$ cat src/core/dirr_pkg.sv
// Constants shared by the indirect register read block
package dirr_pkg;

  // ---------------------------------------------------------------
  // Register offsets (byte addresses)
  // ---------------------------------------------------------------
  localparam logic [7:0] OFS_REQ     = 8'h00;  // indirect_read_request
  localparam logic [7:0] OFS_VALUE   = 8'h04;  // indirect_read_value
  localparam logic [7:0] OFS_INT_STS = 8'h08;  // interrupt_status_register
  localparam logic [7:0] OFS_INT_CLR = 8'h0C;  // Write-one-to-clear
  localparam logic [7:0] OFS_INT_EN  = 8'h10;  // Interrupt enable

  // ---------------------------------------------------------------
  // Request register fields
  // ---------------------------------------------------------------
  localparam int         REQ_BIT     = 31;
  localparam int         ABORT_BIT   = 30;
  localparam int         ADR_MSB     = 7;
  localparam int         ADR_LSB     = 2;
  localparam int         ADR_W       = 6;
  localparam int         TGT_AW      = 8;      // Byte address toward the controller

  // ---------------------------------------------------------------
  // Interrupt status fields
  // ---------------------------------------------------------------
  localparam int         IRQ_W       = 2;
  localparam int         STS_RD_DONE = 0;      // Indirect read finished
  localparam int         STS_ABORTED = 1;      // Forced cancellation finished

  // ---------------------------------------------------------------
  // Reset values
  // ---------------------------------------------------------------
  localparam logic [31:0]     RST_WORD = 32'h0000_0000;
  localparam logic [ADR_W-1:0] RST_ADR = 6'h00;
  localparam logic [IRQ_W-1:0] RST_IRQ = 2'h0;

  // ---------------------------------------------------------------
  // Target registers software may select (byte addresses)
  // ---------------------------------------------------------------
  localparam logic [TGT_AW-1:0] TGT_MW_CUR_ADR  = 8'h48;  // master_write_current_address
  localparam logic [TGT_AW-1:0] TGT_MR_CUR_ADR  = 8'h58;  // master_read_current_address
  localparam logic [TGT_AW-1:0] TGT_TIMEOUT_CNT = 8'h88;  // timeout_counter

  // Fetch engine states
  typedef enum logic [1:0] {
    FETCH_IDLE = 2'b00,
    FETCH_WAIT = 2'b01,
    FETCH_DONE = 2'b10
  } dirr_fetch_state_t;

endpackage : dirr_pkg

$ cat src/core/dirr_fetch_if.sv
// Link between the register bank and the fetch engine
`timescale 1ns/10ps
`default_nettype none

interface dirr_fetch_if;
  logic                        go;       // Request bit level
  logic                        abort;    // Abort bit level
  logic [dirr_pkg::ADR_W-1:0]  adr;      // Word address field
  logic                        busy;     // Engine not idle
  logic                        done;     // One-cycle completion pulse
  logic [31:0]                 data;     // Fetched word, valid with done

  modport bank   (output go, output abort, output adr, input busy, input done, input data);
  modport engine (input go, input abort, input adr, output busy, output done, output data);
endinterface : dirr_fetch_if

`default_nettype wire

$ cat src/core/dirr_fetch.sv
// Fetch engine that reads one internal controller register
`timescale 1ns/10ps
`default_nettype none

module dirr_fetch (
  input  wire logic                            clk,
  input  wire logic                            rst_n,
  dirr_fetch_if.engine                         fi,
  output var  logic                            ctl_rd_req,
  output var  logic [dirr_pkg::TGT_AW-1:0]     ctl_rd_addr,
  input  wire logic                            ctl_rd_ack,
  input  wire logic [31:0]                     ctl_rd_data
);

  dirr_pkg::dirr_fetch_state_t state_r;
  logic                        done_r;
  logic [31:0]                 data_r;

  assign fi.busy = (state_r != dirr_pkg::FETCH_IDLE);
  assign fi.done = done_r;
  assign fi.data = data_r;

  // ---------------------------------------------------------------
  // Sequencer
  // ---------------------------------------------------------------

  // Abort beats everything; a completed word is handed over once
  always_ff @(posedge clk or negedge rst_n) begin
    if (!rst_n) begin
      state_r     <= dirr_pkg::FETCH_IDLE;
      ctl_rd_req  <= 1'b0;
      ctl_rd_addr <= '0;
      done_r      <= 1'b0;
    end else begin
      done_r <= 1'b0;
      unique case (state_r)
        dirr_pkg::FETCH_IDLE: begin
          if (fi.go && !fi.abort) begin
            ctl_rd_req  <= 1'b1;
            ctl_rd_addr <= {fi.adr, 2'b00};
            state_r     <= dirr_pkg::FETCH_WAIT;
          end
        end
        dirr_pkg::FETCH_WAIT: begin
          if (fi.abort) begin
            ctl_rd_req <= 1'b0;
            state_r    <= dirr_pkg::FETCH_IDLE;
          end else if (ctl_rd_ack) begin
            ctl_rd_req <= 1'b0;
            done_r     <= 1'b1;
            state_r    <= dirr_pkg::FETCH_DONE;
          end
        end
        dirr_pkg::FETCH_DONE: begin
          state_r <= dirr_pkg::FETCH_IDLE;                // Bank drops go meanwhile
        end
        default: begin
          state_r    <= dirr_pkg::FETCH_IDLE;
          ctl_rd_req <= 1'b0;
        end
      endcase
    end
  end

  // Capture the returned word beside the acknowledge
  always_ff @(posedge clk or negedge rst_n) begin
    if (!rst_n) begin
      data_r <= dirr_pkg::RST_WORD;
    end else if (state_r == dirr_pkg::FETCH_WAIT && ctl_rd_ack && !fi.abort) begin
      data_r <= ctl_rd_data;
    end
  end

endmodule : dirr_fetch

`default_nettype wire

$ cat src/core/dirr_top.sv
// Register bank of the indirect controller register read port
//
// Chosen here: the placing of the registers and strobed register access.
`timescale 1ns/10ps
`default_nettype none

module dirr_top #(
  parameter int BUS_AW = 8
) (
  input  wire logic                         core_clk,
  input  wire logic                         arst_n,
  input  wire logic [BUS_AW-1:0]            bus_addr,
  input  wire logic [31:0]                  bus_wdata,
  input  wire logic                         bus_wr,
  input  wire logic                         bus_rd,
  output var  logic [31:0]                  bus_rdata,
  output var  logic                         irq,
  output var  logic                         ctl_rd_req,
  output var  logic [dirr_pkg::TGT_AW-1:0]  ctl_rd_addr,
  input  wire logic                         ctl_rd_ack,
  input  wire logic [31:0]                  ctl_rd_data
);

  // ---------------------------------------------------------------
  // Elaboration checks
  // ---------------------------------------------------------------

  // The map needs at least five address bits to reach every register
  if (BUS_AW < 5 || BUS_AW > 8) begin : g_bad_aw
    $error("dirr_top: BUS_AW must lie between 5 and 8");
  end

  // ---------------------------------------------------------------
  // Reset release
  // ---------------------------------------------------------------
  logic rst_meta_r;
  logic rst_n_r;

  // Assert at once, release through two flops
  always_ff @(posedge core_clk or negedge arst_n) begin
    if (!arst_n) begin
      rst_meta_r <= 1'b0;
      rst_n_r    <= 1'b0;
    end else begin
      rst_meta_r <= 1'b1;
      rst_n_r    <= rst_meta_r;
    end
  end

  // ---------------------------------------------------------------
  // Register state
  // ---------------------------------------------------------------
  logic                          req_r;
  logic                          abort_r;
  logic [dirr_pkg::ADR_W-1:0]    adr_r;
  logic [31:0]                   value_r;
  logic [dirr_pkg::IRQ_W-1:0]    sts_r;
  logic [dirr_pkg::IRQ_W-1:0]    en_r;
  logic [dirr_pkg::IRQ_W-1:0]    sts_set;
  logic [dirr_pkg::IRQ_W-1:0]    sts_clr;
  logic [7:0]                    addr8;
  logic                          wr_req;
  logic                          wr_clr;
  logic                          wr_en;
  logic                          start_wr;
  logic                          abort_wr;
  logic                          abort_end;

  dirr_fetch_if fi ();

  // Decode against a full byte address
  assign addr8    = 8'(bus_addr);
  assign wr_req   = bus_wr && (addr8 == dirr_pkg::OFS_REQ);
  assign wr_clr   = bus_wr && (addr8 == dirr_pkg::OFS_INT_CLR);
  assign wr_en    = bus_wr && (addr8 == dirr_pkg::OFS_INT_EN);
  assign abort_wr = wr_req && bus_wdata[dirr_pkg::ABORT_BIT];
  assign start_wr = wr_req && bus_wdata[dirr_pkg::REQ_BIT] && !abort_wr;

  // Abort is over once the engine has fallen back to idle
  assign abort_end = abort_r && !fi.busy;

  // Hand the bank state to the engine
  assign fi.go    = req_r;
  assign fi.abort = abort_r;
  assign fi.adr   = adr_r;

  // ---------------------------------------------------------------
  // Request register
  // ---------------------------------------------------------------

  // Request bit: set by software, cleared by completion or abort
  always_ff @(posedge core_clk or negedge rst_n_r) begin
    if (!rst_n_r) begin
      req_r <= 1'b0;
    end else if (abort_wr || abort_r) begin
      req_r <= 1'b0;
    end else if (fi.done) begin
      req_r <= 1'b0;
    end else if (start_wr) begin
      req_r <= 1'b1;
    end
  end

  // Abort bit: held until the engine is idle, then self-clears
  always_ff @(posedge core_clk or negedge rst_n_r) begin
    if (!rst_n_r) begin
      abort_r <= 1'b0;
    end else if (abort_wr) begin
      abort_r <= 1'b1;
    end else if (abort_end) begin
      abort_r <= 1'b0;
    end
  end

  // Address field; other bits of the word are dropped
  always_ff @(posedge core_clk or negedge rst_n_r) begin
    if (!rst_n_r) begin
      adr_r <= dirr_pkg::RST_ADR;
    end else if (wr_req && !req_r) begin
      adr_r <= bus_wdata[dirr_pkg::ADR_MSB:dirr_pkg::ADR_LSB];
    end
  end

  // ---------------------------------------------------------------
  // Value register
  // ---------------------------------------------------------------

  // Loaded only by a completed fetch, never by the bus
  always_ff @(posedge core_clk or negedge rst_n_r) begin
    if (!rst_n_r) begin
      value_r <= dirr_pkg::RST_WORD;
    end else if (fi.done && !abort_r) begin
      value_r <= fi.data;
    end
  end

  // ---------------------------------------------------------------
  // Interrupt status, clear and enable
  // ---------------------------------------------------------------
  assign sts_set[dirr_pkg::STS_RD_DONE] = fi.done && !abort_r;
  assign sts_set[dirr_pkg::STS_ABORTED] = abort_end;
  assign sts_clr = wr_clr ? bus_wdata[dirr_pkg::IRQ_W-1:0] : dirr_pkg::RST_IRQ;

  // Sticky flags; a set in the clearing cycle wins
  generate
    for (genvar i = 0; i < dirr_pkg::IRQ_W; i++) begin : g_sts
      always_ff @(posedge core_clk or negedge rst_n_r) begin
        if (!rst_n_r) begin
          sts_r[i] <= 1'b0;
        end else if (sts_set[i]) begin
          sts_r[i] <= 1'b1;
        end else if (sts_clr[i]) begin
          sts_r[i] <= 1'b0;
        end
      end
    end
  endgenerate

  // Enable mask
  always_ff @(posedge core_clk or negedge rst_n_r) begin
    if (!rst_n_r) begin
      en_r <= dirr_pkg::RST_IRQ;
    end else if (wr_en) begin
      en_r <= bus_wdata[dirr_pkg::IRQ_W-1:0];
    end
  end

  // Level interrupt, one cycle behind the flags
  always_ff @(posedge core_clk or negedge rst_n_r) begin
    if (!rst_n_r) begin
      irq <= 1'b0;
    end else begin
      irq <= |(sts_r & en_r);
    end
  end

  // ---------------------------------------------------------------
  // Read path
  // ---------------------------------------------------------------

  // Read data stand for one cycle after the strobe; else zero
  always_ff @(posedge core_clk or negedge rst_n_r) begin
    if (!rst_n_r) begin
      bus_rdata <= dirr_pkg::RST_WORD;
    end else if (bus_rd) begin
      unique case (addr8)
        dirr_pkg::OFS_REQ: begin
          bus_rdata <= {req_r, abort_r, 22'h00_0000, adr_r, 2'b00};
        end
        dirr_pkg::OFS_VALUE: begin
          bus_rdata <= value_r;
        end
        dirr_pkg::OFS_INT_STS: begin
          bus_rdata <= {30'h0000_0000, sts_r};
        end
        dirr_pkg::OFS_INT_EN: begin
          bus_rdata <= {30'h0000_0000, en_r};
        end
        default: begin
          bus_rdata <= dirr_pkg::RST_WORD;                // Unmapped and write-only
        end
      endcase
    end else begin
      bus_rdata <= dirr_pkg::RST_WORD;
    end
  end

  // ---------------------------------------------------------------
  // Fetch engine
  // ---------------------------------------------------------------

  // Drives the controller read port straight from its flops
  dirr_fetch u_fetch (
    .clk         (core_clk),
    .rst_n       (rst_n_r),
    .fi          (fi.engine),
    .ctl_rd_req  (ctl_rd_req),
    .ctl_rd_addr (ctl_rd_addr),
    .ctl_rd_ack  (ctl_rd_ack),
    .ctl_rd_data (ctl_rd_data)
  );

endmodule : dirr_top

`default_nettype wire

$ cat config.mk
export PLATFORM = sky130hd
export DESIGN_NAME = dirr_top
export DESIGN_NICKNAME = d
export VERILOG_FILES = /design/src/core/dirr_pkg.sv /design/src/core/dirr_fetch_if.sv /design/src/core/dirr_fetch.sv /design/src/core/dirr_top.sv
export SDC_FILE = /design/constraint.sdc
export NUM_CORES = 1
export LEC_CHECK = 0
export BUFFER_PORTS_ARGS = -buffer_cell sky130_fd_sc_hd__buf_2
export CORE_ASPECT_RATIO = 1.4
export CORE_MARGIN = 5
export CORE_UTILIZATION = 53
export CTS_CLUSTER_DIAMETER = 40
export DETAILED_ROUTE_END_ITERATION = 10
export GPL_ROUTABILITY_DRIVEN = 0
export PLACE_DENSITY = 0.8
export SYNTH_ARGS = -nofsm -noshare
export SYNTH_HDL_FRONTEND = slang
export SYNTH_SLANG_ARGS = --single-unit
$ cat constraint.sdc
create_clock -name core_clk -period 4.49 [get_ports core_clk]
set_clock_uncertainty 0.15 [all_clocks]
set_input_delay 0.449 -clock core_clk [delete_from_list [all_inputs] [get_ports core_clk]]
set_output_delay 0.449 -clock core_clk [all_outputs]
set_load 0.01 [all_outputs]
### Word level (Yosys, flattened, before mapping)

Index checks and enable logic that the tools add are counted.

| word-level totals | value |
|---|---|
| input bits | 77 |
| register bits after elaboration | 121 |
| logic and storage cells | 77 |

| cells by class | value |
|---|---|
| reductions and logical operators | 28 |
| bitwise operators | 2 |
| muxes and demuxes | 23 |
| eq/ne operators | 8 |

Operator list:

| cell | number |
|---|---|
| case mux 32 bit (4 select lines) | 1 |
| 2-to-1 mux 32 bit | 1 |
| equality test 8 x 4 -> 1 bit, second input constant | 2 |
| 2-to-1 mux 1 bit | 15 |
| logical AND 1 bit | 12 |
| equality test 8 x 3 -> 1 bit, second input constant | 1 |
| equality test 8 x 5 -> 1 bit, second input constant | 1 |
| zero test 8 bit | 1 |
| 2-to-1 mux 2 bit | 4 |
| nonzero test 2 bit | 4 |
| zero test 1 bit | 4 |
| case mux 2 bit (2 select lines) | 1 |
| AND reduction 2 bit | 2 |
| inequality test 3 bit, second input constant | 1 |
| case mux 1 bit (3 select lines) | 1 |
| AND reduction 3 bit | 1 |
| nonzero test 3 bit | 1 |
| AND 2 bit | 1 |
| equality test 2 x 1 -> 1 bit, second input constant | 1 |
| equality test 2 bit, second input constant | 1 |
| zero test 2 bit | 1 |
| inequality test 2 x 1 -> 1 bit, second input constant | 1 |
| OR reduction 2 bit | 1 |
| logical OR 1 bit | 1 |
| NOT 1 bit | 1 |

### Depth between registers and ports, before layout

| depth | value |
|---|---|
| depth in word-level cells | 8 |
| gate-level depth with buffers | 6 |
| depth with buffers taken out | 3 |

### By module

From an unflattened synthesis, not the netlist that was laid out.

| second synthesis, totals | value |
|---|---|
| cells, all modules | 303 |
| area, all modules | 4,783.3 µm² |

By module, submodules not included:

| module | area an instance (µm²) | times used | seq. area each (µm²) | cells an instance |
|---|---|---|---|---|
| dirr_top | 3,006.6 | 1 | 1,976.9 | 207 |
| dirr_fetch | 1,776.7 | 1 | 1,051.0 | 96 |

### Least setup slack after synthesis

No wires, ideal clock.

| timing | value |
|---|---|
| path type | input to register |
| from | input port bus_addr[3] |
| to | register adr_r[0] in the netlist's numbering |
| path buffers | 2 |
| stages | 5 |
| library setup time | 125 ps |
| data required time | 4,215 ps |
| data arrival time | 1,486 ps |
| path slack | 2,729 ps |
| cells stage by stage | buf_2 nor4_4 and4b_1 buf_6 mux2_4 |

| on the way | value |
|---|---|
| longest elaborated chain between the ends | 3 |

RTL lines:

| item | line | text |
|---|---|---|
| start, declared | dirr_top.sv:12 | `input wire logic [BUS_AW-1:0] bus_addr,` |
| zero test 8 bit | dirr_top.sv:73 | `assign wr_req = bus_wr && (addr8 == dirr_pkg::OFS_REQ);` |
| logical AND 1 bit | dirr_top.sv:73 |  |
| logical AND 1 bit | dirr_top.sv:119 | `end else if (wr_req && !req_r) begin` |
| end signal, assigned | dirr_top.sv:118 | `adr_r <= dirr_pkg::RST_ADR;` |
| end signal, assigned | dirr_top.sv:120 | `adr_r <= bus_wdata[dirr_pkg::ADR_MSB:dirr_pkg::ADR_LSB];` |
| end, declared | dirr_top.sv:55 | `logic [dirr_pkg::ADR_W-1:0] adr_r;` |

No other way between the ends.
A chain may end at the register's enable or synchronous reset.

### Worst setup path in the final report

| timing | value |
|---|---|
| from | input port bus_addr[1] |
| to | register bus_rdata[27] |

| on the way | value |
|---|---|
| longest elaborated chain between the ends | 3 |
| elaborated cells between the ends (all ways) | 6 |
| those cells by class | eq/ne (3); mux (2); reduce/logical (1) |

RTL lines:

| item | line | text |
|---|---|---|
| equality test 8 x 5 -> 1 bit (tied with other cells) | dirr_top.sv:186 | `unique case (addr8)` |
| case mux 32 bit (4 select lines) * | dirr_top.sv:186 |  |
| 2-to-1 mux 32 bit * | dirr_top.sv:185 | `end else if (bus_rd) begin` |
| end signal, assigned | dirr_top.sv:184 | `bus_rdata <= dirr_pkg::RST_WORD;` |
| end signal, assigned | dirr_top.sv:188 | `bus_rdata <= {req_r, abort_r, 22'h00_0000, adr_r, 2'b00};` |
| end signal, assigned | dirr_top.sv:191 | `bus_rdata <= value_r;` |
| end, declared | dirr_top.sv:16 | `output var logic [31:0] bus_rdata,` |

Every way passes the cells marked *; elsewhere a longest branch is shown, timed or not.

==> metrics.md <==
| Metric | Value |
|---|---|
| Status | `completed` |
| Final setup viols | `0` |
| Die H | `122.2 um` |
| Crit path DAT | `2.51 ns` |
| CP Class | `in -> reg` |
| Uppermost layer routed | `met4` |
| Fraction of power consumed by combinational cells | `14.8%` |
| DR vias | `2,841` |
| Post-synth cell types | `33` |
| Asr flop ratio synth | `100.0%` |
| Top-count cell post-synth | `dfrtp_1` |
| Initial core utilization | `53.41%` |
| Rel. slew slack | `35.21%` |
| Post-CTS Setup Inserts | `0` |
| Type of the most critical hold path | `in -> reg` |
| Seq/Total Area, Yosys | `63.52%` |
| Seq pwr share | `46.5%` |
| TritonCTS buffer count | `17` |
| Row cnt | `41` |
| Pint | `0.002616 W` |
| WL met3 | `448 um` |
| Tot Pwr | `0.003398 W` |
| Mean Syn Cell Area | `14.94 um2` |
| Initial antenna violation count | `0` |
| Root buf cell | `clkbuf_16` |
| CTS Hold Bufs | `1` |
| Ant diodes | `0` |
| Clock power share | `38.7%` |
| Filler cells | `679` |
| Fmax | `428.7 MHz` |
| Max-capacitance violation count | `0` |
| Synth Register Bits | `121` |
| Die width | `90.16 um` |
| Die area | `0.01102 mm2` |
| Most used flip-flop cell after synthesis | `dfrtp_1` |
| Post-synth EDFFs | `0` |
| Pwr Density | `580.5 mW/mm2` |
| Core Util, Final | `65.57%` |
| Area leader, netlist | `dfrtp_1` |
| DRC viols | `0` |
| I/O pin cnt | `119` |
| Post-DP HPWL | `6061 um` |
| DR iter-0 viols | `96` |
| Area Growth Syn to Fin | `22.78%` |
| Cell area after synthesis | `0.004767 mm2` |
| Final Hold Viols | `0` |
| Worst-Skew Late Latency | `0.40 ns` |
| Net Sw Power | `0.0007820 W` |
| Met2 routed WL | `4531 um` |
| Largest net degree at the start of global routing | `71` |
| RSZ-0062 raised after global routing | `false` |
| Pleak | `2.873 nW` |
| Period utilisation layout | `51.96%` |
| Vias in the first global route | `3,116` |
| CP endpoint kind | `flip-flop` |
| First-pass GRT wire length | `14,990 um` |
| Yosys warns | `0` |
| Share of cells above drive strength 1 | `49.18%` |
| Met1 Wirelength | `3467 um` |
| Nets | `493` |
| CTS tree | `done` |
| CTS resizes | `0` |
| Top cells by area, synth | `dfrtp_1 64%, mux2_2 17%, and2_1 2.9%` |
| DR vias/cell | `5.300` |
| Pins Over Slew Limit | `0` |
| Worst-Margin Slew | `0.9646 ns` |
| Port Buffers | `94` |
| Setup crit start kind | `input port` |
| Total wire length | `8663 um` |
| Clock-pin slew on the worst setup and hold paths | `0.05 ns` |
| Most frequent cells after synthesis | `121 x dfrtp_1, 71 x mux2_2, 22 x and2_1` |
| DR pass1 iterations | `4` |
| Hold Startpoint | `ctl_rd_data[5]` |
| Switching Fraction | `23.02%` |
| Maximum clock path buffer count | `2` |
| Worst EP required | `4.67 ns` |
| Antenna viol nets, final | `0` |
| Post-synthesis cell count | `319` |
| Overflow after GRT | `0` |
| Setup TNS | `0 ns` |
| Worst Setup SP | `bus_addr[1]` |
| Clk sinks | `121` |
| Min cycle time layout | `2.333 ns` |
| Core Box Area | `0.008926 mm2` |
| Peak VDD IR | `0.3535 mV` |
| H-tree lvl count | `4` |
| CP Max Fanout | `22` |
| Global router's overall resource usage | `17.44%` |
| Critical R2R Launch | `abort_r` |
| Average wire per standard cell | `16.16 um` |
| Yosys top cell area share | `63.52%` |
-- critical path, stage by stage --
cell	delay (ns)
buf_2	0.14
nor4_4	0.86
and4_1	0.82
and2_1	0.23
-- kinds of logic after synthesis --
group / after synthesis / synth area share [%]
AO/OA/AOI/OAI: 22 / 2.940
buffers and inverters: 21 / 2.992
flip-flops: 121 / 63.52
multiplexers: 78 / 18.90
other: 2 / 0.1575
AND/OR/NAND/NOR: 75 / 11.50
-- layout by cell type, fill, tap and decap left out, types with 5 or more instances in the layout --
master     Yosys  layout
clkbuf_1       0       5
mux2_2        71      71
a21oi_1       12      12
mux2_4         6       6
nand3_1       18      18
and2_1        22      22
buf_2         12      94
dfrtp_1      121     120
nor2_1         7       7
clkbuf_16      0      17
clkinv_2       0       5
-- through the flow --
stage / instances / cell area, um2 / setup slack [ns] / hold slack [ns]
3_5_place_dp: 503 / 5263 / 1.756 / 0.08714
5_1_grt: 536 / 5853 / 1.982 / 0.1120
2_1_floorplan: 320 / 4771 / 0.7194 / 0.003409
6_report: 536 / 5853 / 2.157 / 0.1153
3_3_place_gp: 503 / 5263 / 1.788 / 0.08396
4_1_cts: 536 / 5853 / 2.126 / 0.1037
-- power groups by stage --
stage	sequential (W)	combinational (W)	clock, W
final	0.00158	0.000503	0.00132
after global routing	0.00162	0.000559	0.00141
after CTS	0.00158	0.000515	0.00134
after detailed placement	0.00160	0.000514	0
after global placement	0.00158	0.000488	0
after floorplan	0.00154	0.000430	0
-- final cells by class --
type | count | area [um2] | area share [%]
Clock buffer | 23 | 457.9 | 7.824
Clock inverter | 9 | 122.6 | 2.095
Inverter | 1 | 3.754 | 0.06413
Multi-Input combinational cell | 178 | 1608 | 27.47
Sequential cell | 121 | 3032 | 51.80
Tap cell | 107 | 133.9 | 2.287
Timing Repair Buffer | 97 | 495.5 | 8.465
-- per-layer routing --
metal,up-vias,global-route usage [%]
met5,-,0
met4,0,9.404
met3,16,5.273
met2,80,29.44
met1,1427,19.93
li1,1318,-
-- registers in the layout, summed over array words and instances (netlist names), 2 cells and up --
name                 cells
bus_rdata               32
en_r                     2
u_fetch.fi.data         32
adr_r                    6
u_fetch.ctl_rd_addr      6
sts_r                    2
u_fetch.state_r          2
value_r                 32
-- path summary, 6_finish.rpt --
kind	to	slack [ns]	depth (start not counted)
max	bus_rdata[27]	2.16	4
min	u_fetch.fi.data[5]	0.12	2
max reg2reg	u_fetch.fi.data[4]	2.18	3
min reg2reg	rst_n_r	0.21	0
max in group asynchronous	bus_rdata[22]	2.75	1
min in group asynchronous	rst_n_r	0.21	2
Note: power is estimated with default switching activity, not from simulation.
